[src/synth_cfg_pkg.sv]
package synth_cfg_pkg;
  // ****************************************
  // Register select codes
  // ****************************************
  localparam logic [3:0] SEL_INT = 4'h0;
  localparam logic [3:0] SEL_FRAC = 4'h1;
  localparam logic [3:0] SEL_AUX_LO = 4'h2;
  localparam logic [3:0] SEL_REF = 4'h4;
  localparam logic [3:0] SEL_ADC = 4'ha;
  localparam logic [3:0] SEL_HOLD = 4'hb;
  localparam logic [3:0] SEL_RESYNC = 4'hc;
  localparam logic [3:0] SEL_AUX_UP = 4'hd;
  // ****************************************
  // Field positions
  // ****************************************
  localparam int SEL_LSB = 0;
  localparam int INT_LSB = 4;
  localparam int FRAC_LSB = 4;
  localparam int AUX_MOD_LSB = 4;
  localparam int AUX_FRAC_LSB = 18;
  localparam int R_LSB = 15;
  localparam int HALVE_BIT = 25;
  localparam int DOUBLE_BIT = 26;
  localparam int ADC_DIV_LSB = 6;
  localparam int CONV_BIT = 5;
  localparam int PWR_BIT = 4;
  localparam int HOLD_BIT = 24;
  localparam int RESYNC_LSB = 12;
  localparam int HALF_W = 14;
  // ****************************************
  // Reset values and timing
  // ****************************************
  localparam logic [9:0] R_RESET = 10'h001;
  localparam logic [19:0] RESYNC_RESET = 20'hfffff;
  localparam logic [7:0] ADC_DIV_RESET = 8'h01;
  localparam logic [4:0] CONV_TICKS = 5'h10;
  localparam logic [24:0] MAIN_MODULUS = 25'h1000000;
  // ****************************************
  // Carriers
  // ****************************************
  typedef struct packed {
    logic [7:0] div;
    logic conv;
    logic pwr;
  } adc_ctl_s;
  typedef struct packed {
    logic [13:0] frac;
    logic [13:0] modulus;
  } aux_half_s;
endpackage

[src/synth_calib_register_sequencer.sv]
`timescale 1ns/1ps
// What this block does
// - ADC clock is phase-detector tick divided by 8-bit divider field.
// - Reference divide factor reads as one until register 4 is written.
// - With convert-on-write and ADC power both set, each register 10 write starts a conversion.
// - ADC power bit one powers the temperature ADC.
// - Band hold set keeps oscillator band through counter reset.
// - Register 12 resync count; resync fires after that many detector periods.
// - Aux fraction is upper half times 2^14 plus lower half.
// - Aux modulus is upper half times 2^14 plus lower half.
// - Register 13 fields take effect only at next register 0 write.
// - Ratio changes only on a register 0 write; R and halve from register 4 apply at once.
// - Ratio is integer plus fractions over fixed 2^24 main modulus.
// - Detector rate is reference over R times (1+T); the doubler D is only reported.
module synth_calib_register_sequencer
  import synth_cfg_pkg::*;
(
  input wire logic mclk,
  input wire logic sys_rst,
  input wire logic serial_clk,
  input wire logic serial_data,
  input wire logic word_load_strobe,
  input wire logic ref_in,
  output logic [15:0] int_value,
  output logic [23:0] main_fraction,
  output logic [27:0] aux_fraction,
  output logic [27:0] aux_modulus,
  output logic [24:0] main_modulus,
  output logic [9:0] ref_divider,
  output logic ref_doubler,
  output logic ref_halve,
  output logic phase_detector_tick,
  output logic adc_clk_en,
  output logic temp_adc_power,
  output logic adc_busy,
  output logic hold_oscillator_band,
  output logic band_reset,
  output logic resync_pulse
);
  import synth_cfg_pkg::*;

  // ****************************************
  // Pin synchroniser and serial shifter
  // ****************************************
  logic [3:0] s1_q, s2_q, s3_q, filt_q, filt_d;
  logic [31:0] shift_q, shift_d, word_q, word_d;
  logic wr_q, wr_d;
  logic sclk_rise, le_rise, ref_rise;

  // Change counts only when second and third stages agree
  always_comb
  begin
    for (int i = 0; i < 4; i++)
      filt_d[i] = (s2_q[i] == s3_q[i]) ? s3_q[i] : filt_q[i];
  end

  assign sclk_rise = filt_d[0] & ~filt_q[0];
  assign le_rise = filt_d[2] & ~filt_q[2];
  assign ref_rise = filt_d[3] & ~filt_q[3];

  // Shift MSB first; whole word latched on load strobe rise
  always_comb
  begin
    shift_d = shift_q;
    word_d = word_q;
    wr_d = 1'b0;
    if (sclk_rise)
      shift_d = {shift_q[30:0], filt_d[1]};
    if (le_rise)
    begin
      word_d = shift_q;
      wr_d = 1'b1;
    end
  end

  always_ff @(posedge mclk or posedge sys_rst)
  begin
    if (sys_rst)
    begin
      s1_q <= 4'h0;
      s2_q <= 4'h0;
      s3_q <= 4'h0;
      filt_q <= 4'h0;
      shift_q <= 32'h0;
      word_q <= 32'h0;
      wr_q <= 1'b0;
    end
    else
    begin
      s1_q <= {ref_in, word_load_strobe, serial_data, serial_clk};
      s2_q <= s1_q;
      s3_q <= s2_q;
      filt_q <= filt_d;
      shift_q <= shift_d;
      word_q <= word_d;
      wr_q <= wr_d;
    end
  end

  function automatic logic hit(input logic [3:0] code);
    hit = wr_q && (word_q[SEL_LSB +: 4] == code);
  endfunction

  // ****************************************
  // Register file
  // ****************************************
  adc_ctl_s adc_q, adc_d;
  aux_half_s up_stage_q, up_stage_d, up_q, up_d;
  aux_half_s lo_stage_q, lo_stage_d, lo_q, lo_d;
  logic [15:0] int_q, int_d;
  logic [23:0] frac_stage_q, frac_stage_d, frac_q, frac_d;
  logic [9:0] r_q, r_d;
  logic dbl_q, dbl_d, hlv_q, hlv_d, hold_q, hold_d;
  logic [19:0] rs_count_q, rs_count_d;
  logic brst_q, brst_d;

  // Staged values go live together so a half update never shows
  always_comb
  begin
    adc_d = adc_q;
    up_stage_d = up_stage_q;
    lo_stage_d = lo_stage_q;
    frac_stage_d = frac_stage_q;
    up_d = up_q;
    lo_d = lo_q;
    frac_d = frac_q;
    int_d = int_q;
    r_d = r_q;
    dbl_d = dbl_q;
    hlv_d = hlv_q;
    hold_d = hold_q;
    rs_count_d = rs_count_q;
    brst_d = 1'b0;
    if (hit(SEL_ADC))
    begin
      adc_d.div = word_q[ADC_DIV_LSB +: 8];
      adc_d.conv = word_q[CONV_BIT];
      adc_d.pwr = word_q[PWR_BIT];
    end
    if (hit(SEL_HOLD))
      hold_d = word_q[HOLD_BIT];
    if (hit(SEL_RESYNC))
      rs_count_d = word_q[RESYNC_LSB +: 20];
    if (hit(SEL_AUX_UP))
    begin
      up_stage_d.frac = word_q[AUX_FRAC_LSB +: HALF_W];
      up_stage_d.modulus = word_q[AUX_MOD_LSB +: HALF_W];
    end
    if (hit(SEL_AUX_LO))
    begin
      lo_stage_d.frac = word_q[AUX_FRAC_LSB +: HALF_W];
      lo_stage_d.modulus = word_q[AUX_MOD_LSB +: HALF_W];
    end
    if (hit(SEL_FRAC))
      frac_stage_d = word_q[FRAC_LSB +: 24];
    if (hit(SEL_REF))
    begin
      r_d = word_q[R_LSB +: 10];
      dbl_d = word_q[DOUBLE_BIT];
      hlv_d = word_q[HALVE_BIT];
    end
    if (hit(SEL_INT))
    begin
      int_d = word_q[INT_LSB +: 16];
      frac_d = frac_stage_q;
      up_d = up_stage_q;
      lo_d = lo_stage_q;
      brst_d = ~hold_q;
    end
  end

  always_ff @(posedge mclk or posedge sys_rst)
  begin
    if (sys_rst)
    begin
      adc_q <= '{div: ADC_DIV_RESET, conv: 1'b0, pwr: 1'b0};
      up_stage_q <= '0;
      lo_stage_q <= '0;
      up_q <= '0;
      lo_q <= '0;
      frac_stage_q <= 24'h0;
      frac_q <= 24'h0;
      int_q <= 16'h0;
      r_q <= R_RESET;
      dbl_q <= 1'b0;
      hlv_q <= 1'b0;
      hold_q <= 1'b0;
      rs_count_q <= RESYNC_RESET;
      brst_q <= 1'b0;
    end
    else
    begin
      adc_q <= adc_d;
      up_stage_q <= up_stage_d;
      lo_stage_q <= lo_stage_d;
      up_q <= up_d;
      lo_q <= lo_d;
      frac_stage_q <= frac_stage_d;
      frac_q <= frac_d;
      int_q <= int_d;
      r_q <= r_d;
      dbl_q <= dbl_d;
      hlv_q <= hlv_d;
      hold_q <= hold_d;
      rs_count_q <= rs_count_d;
      brst_q <= brst_d;
    end
  end

  // Full values built from halves
  assign aux_fraction = {up_q.frac, lo_q.frac};
  assign aux_modulus = {up_q.modulus, lo_q.modulus};
  assign main_modulus = MAIN_MODULUS;
  assign int_value = int_q;
  assign main_fraction = frac_q;
  assign ref_divider = r_q;
  assign ref_doubler = dbl_q;
  assign ref_halve = hlv_q;
  assign hold_oscillator_band = hold_q;
  assign band_reset = brst_q;
  assign temp_adc_power = adc_q.pwr;

  // ****************************************
  // Detector, ADC and resync timing
  // ****************************************
  logic [10:0] rc_q, rc_d, r_span;
  logic [7:0] ac_q, ac_d, a_span;
  logic [4:0] cv_q, cv_d;
  logic [19:0] rt_q, rt_d;
  logic pfd_q, pfd_d, adc_q2, adc_d2, rs_q, rs_d, arm_q, arm_d;

  // Zero divider would stall, so it counts as one
  assign r_span = (r_q == 10'h0) ? 11'h001
                : (hlv_q ? {r_q, 1'b0} : {1'b0, r_q});
  assign a_span = (adc_q.div == 8'h0) ? 8'h01 : adc_q.div;

  always_comb
  begin
    rc_d = rc_q;
    ac_d = ac_q;
    cv_d = cv_q;
    rt_d = rt_q;
    arm_d = arm_q;
    pfd_d = 1'b0;
    adc_d2 = 1'b0;
    rs_d = 1'b0;
    if (ref_rise)
    begin
      // Doubler only reported; one clock cannot double the reference
      if (rc_q + 11'h001 >= r_span)
      begin
        rc_d = 11'h0;
        pfd_d = 1'b1;
      end
      else
        rc_d = rc_q + 11'h001;
    end
    if (pfd_q)
    begin
      if (ac_q + 8'h01 >= a_span)
      begin
        ac_d = 8'h0;
        adc_d2 = 1'b1;
      end
      else
        ac_d = ac_q + 8'h01;
    end
    if (adc_q2 && cv_q != 5'h0)
      cv_d = cv_q - 5'h01;
    if (hit(SEL_ADC) && word_q[CONV_BIT] && word_q[PWR_BIT])
      cv_d = CONV_TICKS;
    // Next power value, so a write that powers up may start at once
    if (!adc_d.pwr)
      cv_d = 5'h0;
    if (arm_q && pfd_q)
    begin
      if (rt_q + 20'h1 >= rs_count_q)
      begin
        rs_d = 1'b1;
        arm_d = 1'b0;
      end
      else
        rt_d = rt_q + 20'h1;
    end
    if (hit(SEL_INT))
    begin
      rt_d = 20'h0;
      arm_d = 1'b1;
    end
  end

  always_ff @(posedge mclk or posedge sys_rst)
  begin
    if (sys_rst)
    begin
      rc_q <= 11'h0;
      ac_q <= 8'h0;
      cv_q <= 5'h0;
      rt_q <= 20'h0;
      arm_q <= 1'b0;
      pfd_q <= 1'b0;
      adc_q2 <= 1'b0;
      rs_q <= 1'b0;
    end
    else
    begin
      rc_q <= rc_d;
      ac_q <= ac_d;
      cv_q <= cv_d;
      rt_q <= rt_d;
      arm_q <= arm_d;
      pfd_q <= pfd_d;
      adc_q2 <= adc_d2;
      rs_q <= rs_d;
    end
  end

  assign phase_detector_tick = pfd_q;
  assign adc_clk_en = adc_q2;
  assign adc_busy = (cv_q != 5'h0);
  assign resync_pulse = rs_q;

  // ****************************************
  // Checks
  // ****************************************
  logic r_wr_q;
  always_ff @(posedge mclk or posedge sys_rst)
  begin
    if (sys_rst)
      r_wr_q <= 1'b0;
    else if (hit(SEL_REF))
      r_wr_q <= 1'b1;
  end

  property p_adc_clk;
    @(posedge mclk) disable iff (sys_rst)
    adc_clk_en |-> $past(pfd_q) && $past(ac_q) == $past(a_span) - 8'h01;
  endproperty
  a_adc_clk: assert property (p_adc_clk) else $error("adc tick");

  property p_r_one;
    @(posedge mclk) disable iff (sys_rst) !r_wr_q |-> r_q == 10'h001;
  endproperty
  a_r_one: assert property (p_r_one) else $error("R not one");

  property p_conv;
    @(posedge mclk) disable iff (sys_rst)
    hit(SEL_ADC) && word_q[CONV_BIT] && word_q[PWR_BIT]
      |=> cv_q == CONV_TICKS && adc_busy;
  endproperty
  a_conv: assert property (p_conv) else $error("no conversion");

  property p_pwr;
    @(posedge mclk) disable iff (sys_rst) adc_busy |-> temp_adc_power;
  endproperty
  a_pwr: assert property (p_pwr) else $error("busy unpowered");

  property p_hold;
    @(posedge mclk) disable iff (sys_rst)
    hit(SEL_INT) |=> band_reset == !hold_oscillator_band;
  endproperty
  a_hold: assert property (p_hold) else $error("band reset");

  property p_resync;
    @(posedge mclk) disable iff (sys_rst)
    resync_pulse |-> $past(pfd_q)
      && $past(rt_q) + 20'h1 >= $past(rs_count_q);
  endproperty
  a_resync: assert property (p_resync) else $error("early resync");

  property p_aux_frac;
    @(posedge mclk) disable iff (sys_rst)
    hit(SEL_INT) |=> aux_fraction[27:14] == $past(up_stage_q.frac);
  endproperty
  a_aux_frac: assert property (p_aux_frac) else $error("frac up");

  property p_aux_mod;
    @(posedge mclk) disable iff (sys_rst)
    hit(SEL_INT) |=> aux_modulus[13:0] == $past(lo_stage_q.modulus);
  endproperty
  a_aux_mod: assert property (p_aux_mod) else $error("mod lo");

  property p_buffered;
    @(posedge mclk) disable iff (sys_rst)
    hit(SEL_AUX_UP) |=> $stable(aux_fraction) && $stable(aux_modulus);
  endproperty
  a_buffered: assert property (p_buffered) else $error("r13 live");

  property p_freq;
    @(posedge mclk) disable iff (sys_rst)
    !hit(SEL_INT) |=> $stable(int_value) && $stable(main_fraction);
  endproperty
  a_freq: assert property (p_freq) else $error("freq moved");

  property p_pfd;
    @(posedge mclk) disable iff (sys_rst)
    phase_detector_tick |-> $past(ref_rise);
  endproperty
  a_pfd: assert property (p_pfd) else $error("pfd tick");

  c_conv: cover property (@(posedge mclk) disable iff (sys_rst)
    adc_busy ##1 !adc_busy);
  c_resync: cover property (@(posedge mclk) disable iff (sys_rst)
    resync_pulse);
  c_apply: cover property (@(posedge mclk) disable iff (sys_rst)
    hit(SEL_AUX_UP) ##[1:400] hit(SEL_INT));
endmodule

[config.mk]
export PLATFORM = sky130hd
export DESIGN_NAME = synth_calib_register_sequencer
export DESIGN_NICKNAME = d
export VERILOG_FILES = /design/src/synth_cfg_pkg.sv /design/src/synth_calib_register_sequencer.sv
export SDC_FILE = /design/constraint.sdc
export NUM_CORES = 1
export LEC_CHECK = 0
export BUFFER_PORTS_ARGS = -buffer_cell sky130_fd_sc_hd__buf_2
export CAP_MARGIN = 20
export CORE_MARGIN = 2
export CORE_UTILIZATION = 53
export CTS_CLUSTER_DIAMETER = 50
export DETAILED_ROUTE_END_ITERATION = 12
export GPL_ROUTABILITY_DRIVEN = 0
export PLACE_DENSITY = 0.71
export SYNTH_ARGS = -nofsm -noshare
export SYNTH_HDL_FRONTEND = slang
export SYNTH_SLANG_ARGS = --single-unit
[constraint.sdc]
create_clock -name mclk -period 23.1 [get_ports mclk]
set_clock_uncertainty 0.2 [all_clocks]
set_input_delay 2.31 -clock mclk [delete_from_list [all_inputs] [get_ports mclk]]
set_output_delay 2.31 -clock mclk [all_outputs]
set_load 0.02 [all_outputs]
; Yosys cells after proc, flatten, opt, wreduce, memory -nomap -nowiden
; Index checks and enable logic that the tools add are counted.
[op_classes]
add_sub_neg = 4
order_cmp = 3
n_eq_ne = 13
mux = 27
bitwise = 7
n_reduce_logical = 20
[ops]
columns = cell, count
row1 = $mux 20, 3
row2 = $mux 11, 3
row3 = $add 20x1->20 const B, 1
row4 = $ge 20x20->1, 1
row5 = $eq 4x4->1 const B, 4
row6 = $mux 1, 16
row7 = $mux 8, 2
row8 = $mux 5, 3
row9 = $logic_and 1x1->1, 12
row10 = $add 11x1->11 const B, 1
row11 = $ge 11x11->1, 1
row12 = $logic_not 10->1, 1
row13 = $add 8x1->8 const B, 1
row14 = $ge 8x8->1, 1
row15 = $logic_not 8->1, 1
row16 = $reduce_bool 5->1, 1
row17 = $sub 5x1->5 const B, 1
row18 = $eq 1x1->1, 4
row19 = $eq 4x1->1 const B, 1
row20 = $eq 4x2->1 const B, 1
row21 = $eq 4x3->1 const B, 1
row22 = $logic_not 4->1, 1
row23 = $not 1->1, 4
row24 = $reduce_and 2->1, 2
row25 = 4 further kinds, 7
[totals]
reg_bits = 348
out_inout_bits = 140
word_cells = 108

; Logic depth before layout (Yosys ltp)
; Gate-level depths: netlist (run 1).
[depth]
word_depth = 6
mapped_depth = 15

; Least setup slack after synthesis (run 1)
; No wires, ideal clock.
[synth_timing]
path_kind = register to output
start = reg cv_q[0]
end = out adc_busy
arrival_ns = 0.833
required_time_ns = 20.590
setup_slack_ns = 19.757
stages_incl_launch_ff = 4
path_buffers = 0
path_cell_list = dfrtp_1 > inv_1 > ha_1 > nand3b_1
[synth_via]
elab_chain_len = 1
[synth_lines]
columns = item, line
row1 = start: declaration, synth_calib_register_sequencer.sv:228  ; logic [4:0] cv_q, cv_d;
row2 = start signal: assignment, synth_calib_register_sequencer.sv:309  ; cv_q <= cv_d;
row3 = $reduce_bool 5->1, synth_calib_register_sequencer.sv:320  ; assign adc_busy = (cv_q != 5'h0);
row4 = end: declaration, synth_calib_register_sequencer.sv:35  ; output logic adc_busy,
; Every way passes these cells.

; Worst setup path after layout (run 1)
[layout_timing]
start = reg rt_q[0]
end = reg rt_q[18]
[layout_via]
elab_chain_len = 4
word_cells_on_any_way = 7
cone_classes = 1 x add/sub / 1 x order compare / 1 x eq/ne / 3 x mux / 1 x reduce/logical
[layout_lines]
columns = item, line
row1 = start: declaration, synth_calib_register_sequencer.sv:229  ; logic [19:0] rt_q, rt_d;
row2 = start signal: assignment, synth_calib_register_sequencer.sv:310  ; rt_q <= rt_d;
row3 = $add 20x1->20 *, "synth_calib_register_sequencer.sv:277, synth_calib_register_sequencer.sv:283"
row4 = $ge 20x20->1 or $mux 20 (tied branches), synth_calib_register_sequencer.sv:277  ; if (rt_q + 20'h1 >= rs_count_q)
row5 = $ne 2x2->1 (no source line) or $mux 20 (tied branches), --
row6 = $reduce_and 2->1 (no source line) or $mux 20 (tied branches), --
; Mark *: on every way between the ends. The rest lies on a longest branch, timed or not. The select of a mux whose other input is x is not followed.
; A chain may end at the register's enable or synchronous reset.

==> reports/metrics.csv, run 1 <==
metric,value,unit
outcome,"complete, no violations",
tightest_slew,1020,ps
syn_area_per_cell,10.7,um^2
final_common_cell,nand2_1,
p_per_area,78.8,mW/mm^2
internal_power,1.03,mW
p_comb_frac,0.059,
reg2reg_slack,18980,ps
hold_path_end,s2_q[3]$_DFF_PP0_,
grt_pass1_vias,10100,
postCtsSetupBuffers,0,
min_period,4120,ps
synth_top_area_cell,dfrtp_1,
die_h,172,um
post_cts_resized,0,
start_util,0.539,
rows,61,
io-pin-count,146,
drive_gt1_frac,0.232,
grt_pass1_wl,51300,um
synth_cells,1398,
rsz0062_at_grt,false,
synth-edff-count,0,
drv_cap,0,
worstSetupPathType,flip-flop to flip-flop,
drt_first_pass_iters,5,
hold_viol,0,
worstSetupEndpointType,flip-flop,
synth_area,0.0150,mm^2
place_hpwl,19700,um
ys_ff_latch,348,
synth_ff_type,dfrtp_1,
cts_tree,done,
cts_made_buffers,39,
slew_headroom,0.322,
cts_sinks,348,
fin_util,0.617,
final_nets,1560,
slew_viol_final,0,
clkPwrFrac,0.453,
fp.dieW,172,um
fin_ws,18980,ps
synth_seq_area_share,0.582,
yosys.area.top_type_share,0.544,
cp_data_arrival_time,4290,ps
sequentialPowerShare,0.488,
swShare,0.242,
fmax,243,MHz
dieArea,0.0297,mm^2
timing.setup.tns,0,ps
rr_startpoint,rt_q[0]$_DFFE_PP0P_,
multi_input_area,0.00577,mm^2
totalWireLength,31200,um
drt_iter0_markers,715,
cts_root_buf,clkbuf_16,
cp_max_fo,20,
holdWs,151,ps
antenna_found_initial,0,
reg2reg_to,rt_q[18]$_DFFE_PP0P_,
cts-hold-fix-buffers,0,
min-delay-start,s1_q[3]$_DFF_PP0_,
core_area,0.0279,mm^2
drtAntennaViolNets,0,
io_buffers,120,
layout.area.seq,0.00874,mm^2
power_switching,0.328,mW
post_drt_wl_per_cell,16.3,um
grt_max_degree,196,
reg2reg_depth,14,
preCtsSetupSlack,18670,ps
route.vias.total,10100,
diodes,0,
layout_common_cells,"447 x nand2_1, 326 x dfrtp_1, 128 x mux2_2, 120 x buf_2, 44 x ha_1",
clock_path_buffers,3,
grt_overflow_total,0,
ys_types,59,
area_delta_synth_final,14.5,%
ys_warn_count,0,
finalSetupViolCount,0,
htreeDepth,2,
ir_worst_vdd,63.0,uV
clk_latency,520,ps
cellLeakagePower,9.06,nW
cp.required,23270,ps
drc,0,
hp-class,flip-flop to flip-flop,
hold_path_depth,0,
cp-start-kind,flip-flop,
synth_area_leaders,"dfrtp_1 54%, nand2_1 11%, mux2_2 9.6%",
clkSlewWorstSetupHoldPaths,60,ps
fin_crit_sh,0.178,
viasPerCell,5.27,
fillers,2281,
grtUsageTotal,0.218,
async_flop_share,1.00,
stage by stage:
step	area, um^2	instances	power (mW)
after floorplan	15100	1421	0.726
after global placement	15800	1845	0.747
after detailed placement	15800	1845	0.750
after CTS	17100	1913	1.36
after global routing	17200	1915	1.40
final	17200	1915	1.35
power groups by stage:
stage | sequential (mW) | clock, mW | combinational [mW]
floorplan | 0.665 | 0 | 0.0604
global placement | 0.670 | 0 | 0.0774
detailed placement | 0.671 | 0 | 0.0791
CTS | 0.660 | 0.622 | 0.0796
global route | 0.664 | 0.649 | 0.0904
finish | 0.661 | 0.613 | 0.0801
final cells by class:
| cell class | count | share of cell area |
|---|---|---|
| Multi-Input combinational cell | 946 | 0.336 |
| Clock buffer | 53 | 0.0652 |
| Timing Repair Buffer | 132 | 0.0433 |
| Tap cell | 378 | 0.0275 |
| Clock inverter | 15 | 0.00998 |
| Inverter | 43 | 0.00983 |
| Sequential cell | 348 | 0.508 |
worst max path at each step:
stage / startpoint / to / slack (ps) / cells after the start
3_5_place_dp: sys_rst / cv_q[2]$_DFFE_PP0P_ / 18670 / 3
6_report: rt_q[0]$_DFFE_PP0P_ / rt_q[18]$_DFFE_PP0P_ / 18980 / 14
2_1_floorplan: sys_rst / ac_q[0]$_DFFE_PP0P_ / 10980 / 1
5_1_grt: rt_q[0]$_DFFE_PP0P_ / rt_q[0]$_DFFE_PP0P_ / 18590 / 14
4_1_cts: rt_q[0]$_DFFE_PP0P_ / rt_q[18]$_DFFE_PP0P_ / 18970 / 14
3_3_place_gp: sys_rst / cv_q[2]$_DFFE_PP0P_ / 18650 / 3
state kept, by name, indices dropped and copies added, names as in the netlist, 10 cells and up:
register,cells
rc_q,11
word_q,32
rt_q,20
aux_fraction,28
lo_stage_q,28
aux_modulus,28
shift_q,32
main_fraction,24
int_value,16
ref_divider,10
rs_count_q,20
up_stage_q,28
frac_stage_q,24
worst max-delay path: stages (launching register included):
cell and delay [ps]:
dfrtp_1 420, ha_1 230, and3_1 190, and3_1 240
and3_1 250, nand3_1 110, xnor2_1 150, ha_1 310
nand4_1 130, nor3_1 320, nand4_1 220, o211ai_2 620
buf_4 350, or4_1 150, a21oi_1 60
synthesized netlist by cell type, types with 2 or more instances:
library cell and number:
nand2_1 448, dfrtp_1 326, mux2_2 128, ha_1 44
inv_1 43, clkbuf_1 41, o21ai_0 41, a21oi_1 29
nand3_1 28, xnor2_1 27, buf_4 26, nor2_1 23
dfstp_2 22, or4_1 16, o31ai_1 15, buf_2 12
mux2i_1 12, xor2_1 9, and3_1 8, nor3_1 8
a21o_1 7, a22o_1 7, nand4_1 7, nand2b_1 6
nor2b_1 6, nand3b_1 5, buf_1 4, maj3_1 4
nor4_1 4, o22ai_1 3, or3_1 3, a211oi_1 2
and2_0 2, and2_1 2, conb_1 2, o2111ai_1 2
o211ai_1 2, o21ai_1 2, o21bai_1 2
logic make-up (layout without fill, tap and decap cells):
group | count (synthesis) | after routing | synth area share
AOI/OAI and AO/OA | 121 | 121 | 0.0508
xor gates and xnor gates | 36 | 36 | 0.0210
adders and majority gates | 48 | 48 | 0.0394
buffers and inverters | 127 | 243 | 0.0398
DFF | 348 | 348 | 0.582
muxes | 140 | 140 | 0.104
other | 2 | 25 | 0.000500
and+or+nand+nor | 576 | 576 | 0.162
layer usage:
layer	part of all wire	GRT usage	vias up
li1	-	-	4824
met1	0.47	0.310	5066
met2	0.48	0.354	152
met3	0.033	0.0323	52
met4	0.023	0.0610	0
met5	0	0	-
No activity file was read; power rests on OpenSTA's default activity.
==> inputs of run 2 (changes only) <==
--- a/config.mk
+++ b/config.mk
@@ -5,6 +5,7 @@
 export SDC_FILE = /design/constraint.sdc
 export NUM_CORES = 1
 export LEC_CHECK = 0
+export ABC_AREA = 1
 export BUFFER_PORTS_ARGS = -buffer_cell sky130_fd_sc_hd__buf_2
 export CAP_MARGIN = 20
 export CORE_MARGIN = 2
==> constraint.sdc (replaced) <==
create_clock -name mclk -period 4.15 [get_ports mclk]
set_clock_uncertainty 0.2 [all_clocks]
set_input_delay 0.415 -clock mclk [delete_from_list [all_inputs] [get_ports mclk]]
set_output_delay 0.415 -clock mclk [all_outputs]
set_load 0.02 [all_outputs]
==> reports/metrics.csv, run 2 <==
metric,value,unit
cp_max_fo,20,
die_h,174,um
ys_types,46,
grt_overflow_total,0,
rows,62,
fp.dieW,174,um
grtUsageTotal,0.238,
cts_root_buf,clkbuf_16,
drt_first_pass_iters,5,
cpMaxStageDelayCell,nand3_1,
synthTopCellsByCount,"604 x nand2_1, 326 x dfrtp_1, 219 x o21ai_0, 169 x inv_1, 64 x nand3_1",
io-pin-count,146,
p_per_area,507,mW/mm^2
post_drt_wl_per_cell,15.5,um
final_common_cell,nand2_1,
ys_ff_latch,348,
layout_common_cells,"604 x nand2_1, 326 x dfrtp_1, 219 x o21ai_0, 168 x inv_1, 120 x buf_2",
drive_gt1_frac,0.140,
cellLeakagePower,9.11,nW
start_util,0.535,
finalSetupViolCount,0,
rsz0062_at_grt,false,
worstSetupEndpointType,flip-flop,
crit_top_cell,nand2_1,
viasPerCell,5.13,
diodes,0,
slew_headroom,0.356,
yosys.area.top_type_share,0.534,
hold_viol,0,
grt_max_degree,85,
synth_area,0.0153,mm^2
fin_crit_sh,0.864,
cts_tree,done,
synth_compound_area_frac,0.0857,
clock_path_buffers,3,
tightest_slew,962,ps
antenna_found_initial,1,
cts_sinks,348,
io_buffers,120,
synth_top_family_by_area,simple AND/OR/NAND/NOR gates,
fillers,2462,
synth_ff_type,dfrtp_1,
route.vias.total,11600,
ys_warn_count,0,
post_cts_resized,0,
cp_slowest_stage_delay,620,ps
area_delta_synth_final,15.0,%
synth-edff-count,0,
clkSlewWorstSetupHoldPaths,60,ps
synth_cells,1728,
drc,0,
async_flop_share,1.00,
syn_area_per_cell,8.84,um^2
htreeDepth,2,
cp-start-kind,flip-flop,
place_hpwl,22800,um
dieArea,0.0302,mm^2
cp_top_family,simple AND/OR/NAND/NOR gates,
yosys.area_share.simple,0.207,
synth_top_area_cell,dfrtp_1,
grt_pass1_vias,11500,
cts_made_buffers,40,
holdWs,149,ps
worst-path-buf-inv,3,
synthMuxAreaShare,0.00459,
ir_worst_vdd,348,uV
core_area,0.0285,mm^2
yosysMostFrequentCell,nand2_1,
min_period,3580,ps
worstSetupPathType,flip-flop to flip-flop,
totalWireLength,34900,um
drtAntennaViolNets,0,
synth_area_leaders,"dfrtp_1 53%, nand2_1 15%, o21ai_0 7.2%",
final_nets,1887,
hp-class,flip-flop to flip-flop,
top_regs,"shift_q x32, word_q x32",
fin_util,0.616,
fmax,279,MHz
drv_cap,0,
outcome,"complete, no violations",
cp.required,4360,ps
clk_latency,530,ps
fin_ws,566,ps
slew_viol_final,0,
cp_data_arrival_time,3800,ps
drt_iter0_markers,956,
synth_adder_area_share,0.0387,
preCtsSetupSlack,645,ps
path_cells,ha_1 -> nand2_1 -> nor2_1 -> nand2_1 -> nor2_4 -> nand2_2 -> nand2_1 -> inv_1 -> nor2_2 -> inv_1 -> ha_1 -> nand2_1 -> nor2_2 -> nand2_1 -> inv_1 -> o21ai_1 -> nand2_1 -> nor2_1 -> nand3_1 -> nand3_1 -> nand2_1,
synth_xor_area_frac,0.0148,
grt_pass1_wl,58400,um
synth_seq_area_share,0.572,
-- run 2: changes by cell type after synthesis, sizes merged, moves of 8 or more --
cell	delta
and3	-8
o31ai	-15
xor2	+12
nand3	+39
o21ai	+179
inv	+129
xnor2	-23
a21oi	-9
nor2	+42
buf	+15
nand2	+163
or4	-16
mux2	-128
-- run 2: worst register-to-register path, delay by kind of cell, from the launching register on --
family                     cells  cell delay [ps]
buffers and inverters          3              160
adders and majority gates      2              540
DFF                            1              470
AOI/OAI and AO/OA              1               70
and+or+nand+nor               15             2030
-- run 2: cell families after synthesis --
family | after synthesis
buf+inv | 269
other cells | 2
fa+ha+maj | 48
flops | 348
xor+xnor | 25
simple gates | 775
compound gates | 254
mux | 7
-- run 2: timing repair --
action,4_1_cts,5_1_grt
endpoints found under the hold margin,35,0
setup buffers,0,0
setup endpoints to repair,0,0
hold buffers,5,0
-- run 2: final timing paths --
path                                      from                            to  slack (ps)  cells after the start
setup / recovery           rt_q[0]$_DFFE_PP0P_           rt_q[5]$_DFFE_PP0P_         570                     21
hold / removal               s1_q[3]$_DFF_PP0_             s2_q[3]$_DFF_PP0_         150                      0
setup reg to reg           rt_q[0]$_DFFE_PP0P_           rt_q[5]$_DFFE_PP0P_         570                     21
hold reg to reg              s1_q[3]$_DFF_PP0_             s2_q[3]$_DFF_PP0_         150                      0
max in group asynchronous              sys_rst     up_stage_q[7]$_DFFE_PP0P_        2310                      4
min in group asynchronous              sys_rst  aux_fraction[23]$_DFFE_PP0P_         410                      3
-- run 2: power breakdown --
group | internal [mW] | switching (mW) | total, mW
clock | 2.19 | 1.43 | 3.61
sequential | 3.72 | 0.208 | 3.93
combinational | 0.361 | 1.01 | 1.37
total | 6.26 | 2.64 | 8.91
-- run 2: routing by layer --
| metal | up-vias | share of wire | track usage |
|---|---|---|---|
| met2 | 271 | 0.48 | 0.387 |
| met5 | - | 0 | 0 |
| met3 | 53 | 0.054 | 0.0373 |
| met4 | 0 | 0.018 | 0.0553 |
| met1 | 5635 | 0.45 | 0.340 |
| li1 | 5602 | - | - |
-- run 2: area by class of cell --
cell class	instances	area, um^2	share of cell area
Timing Repair Buffer	140	853	0.0486
Inverter	173	653	0.0372
Clock inverter	16	195	0.0111
Clock buffer	58	1180	0.0671
Multi-Input combinational cell	1134	5480	0.312
Sequential cell	348	8740	0.497
Tap cell	384	480	0.0273
-- run 2: through the flow --
stage          total power [mW]  area [um^2]  setup TNS [ps]  cells
6_report                   8.91        17600               0   2253
5_1_grt                    9.30        17600               0   2253
4_1_cts                    8.94        17500               0   2251
3_5_place_dp               5.32        16100               0   2172
3_3_place_gp               5.27        16100               0   2172
2_1_floorplan              4.93        15400         -360380   1751
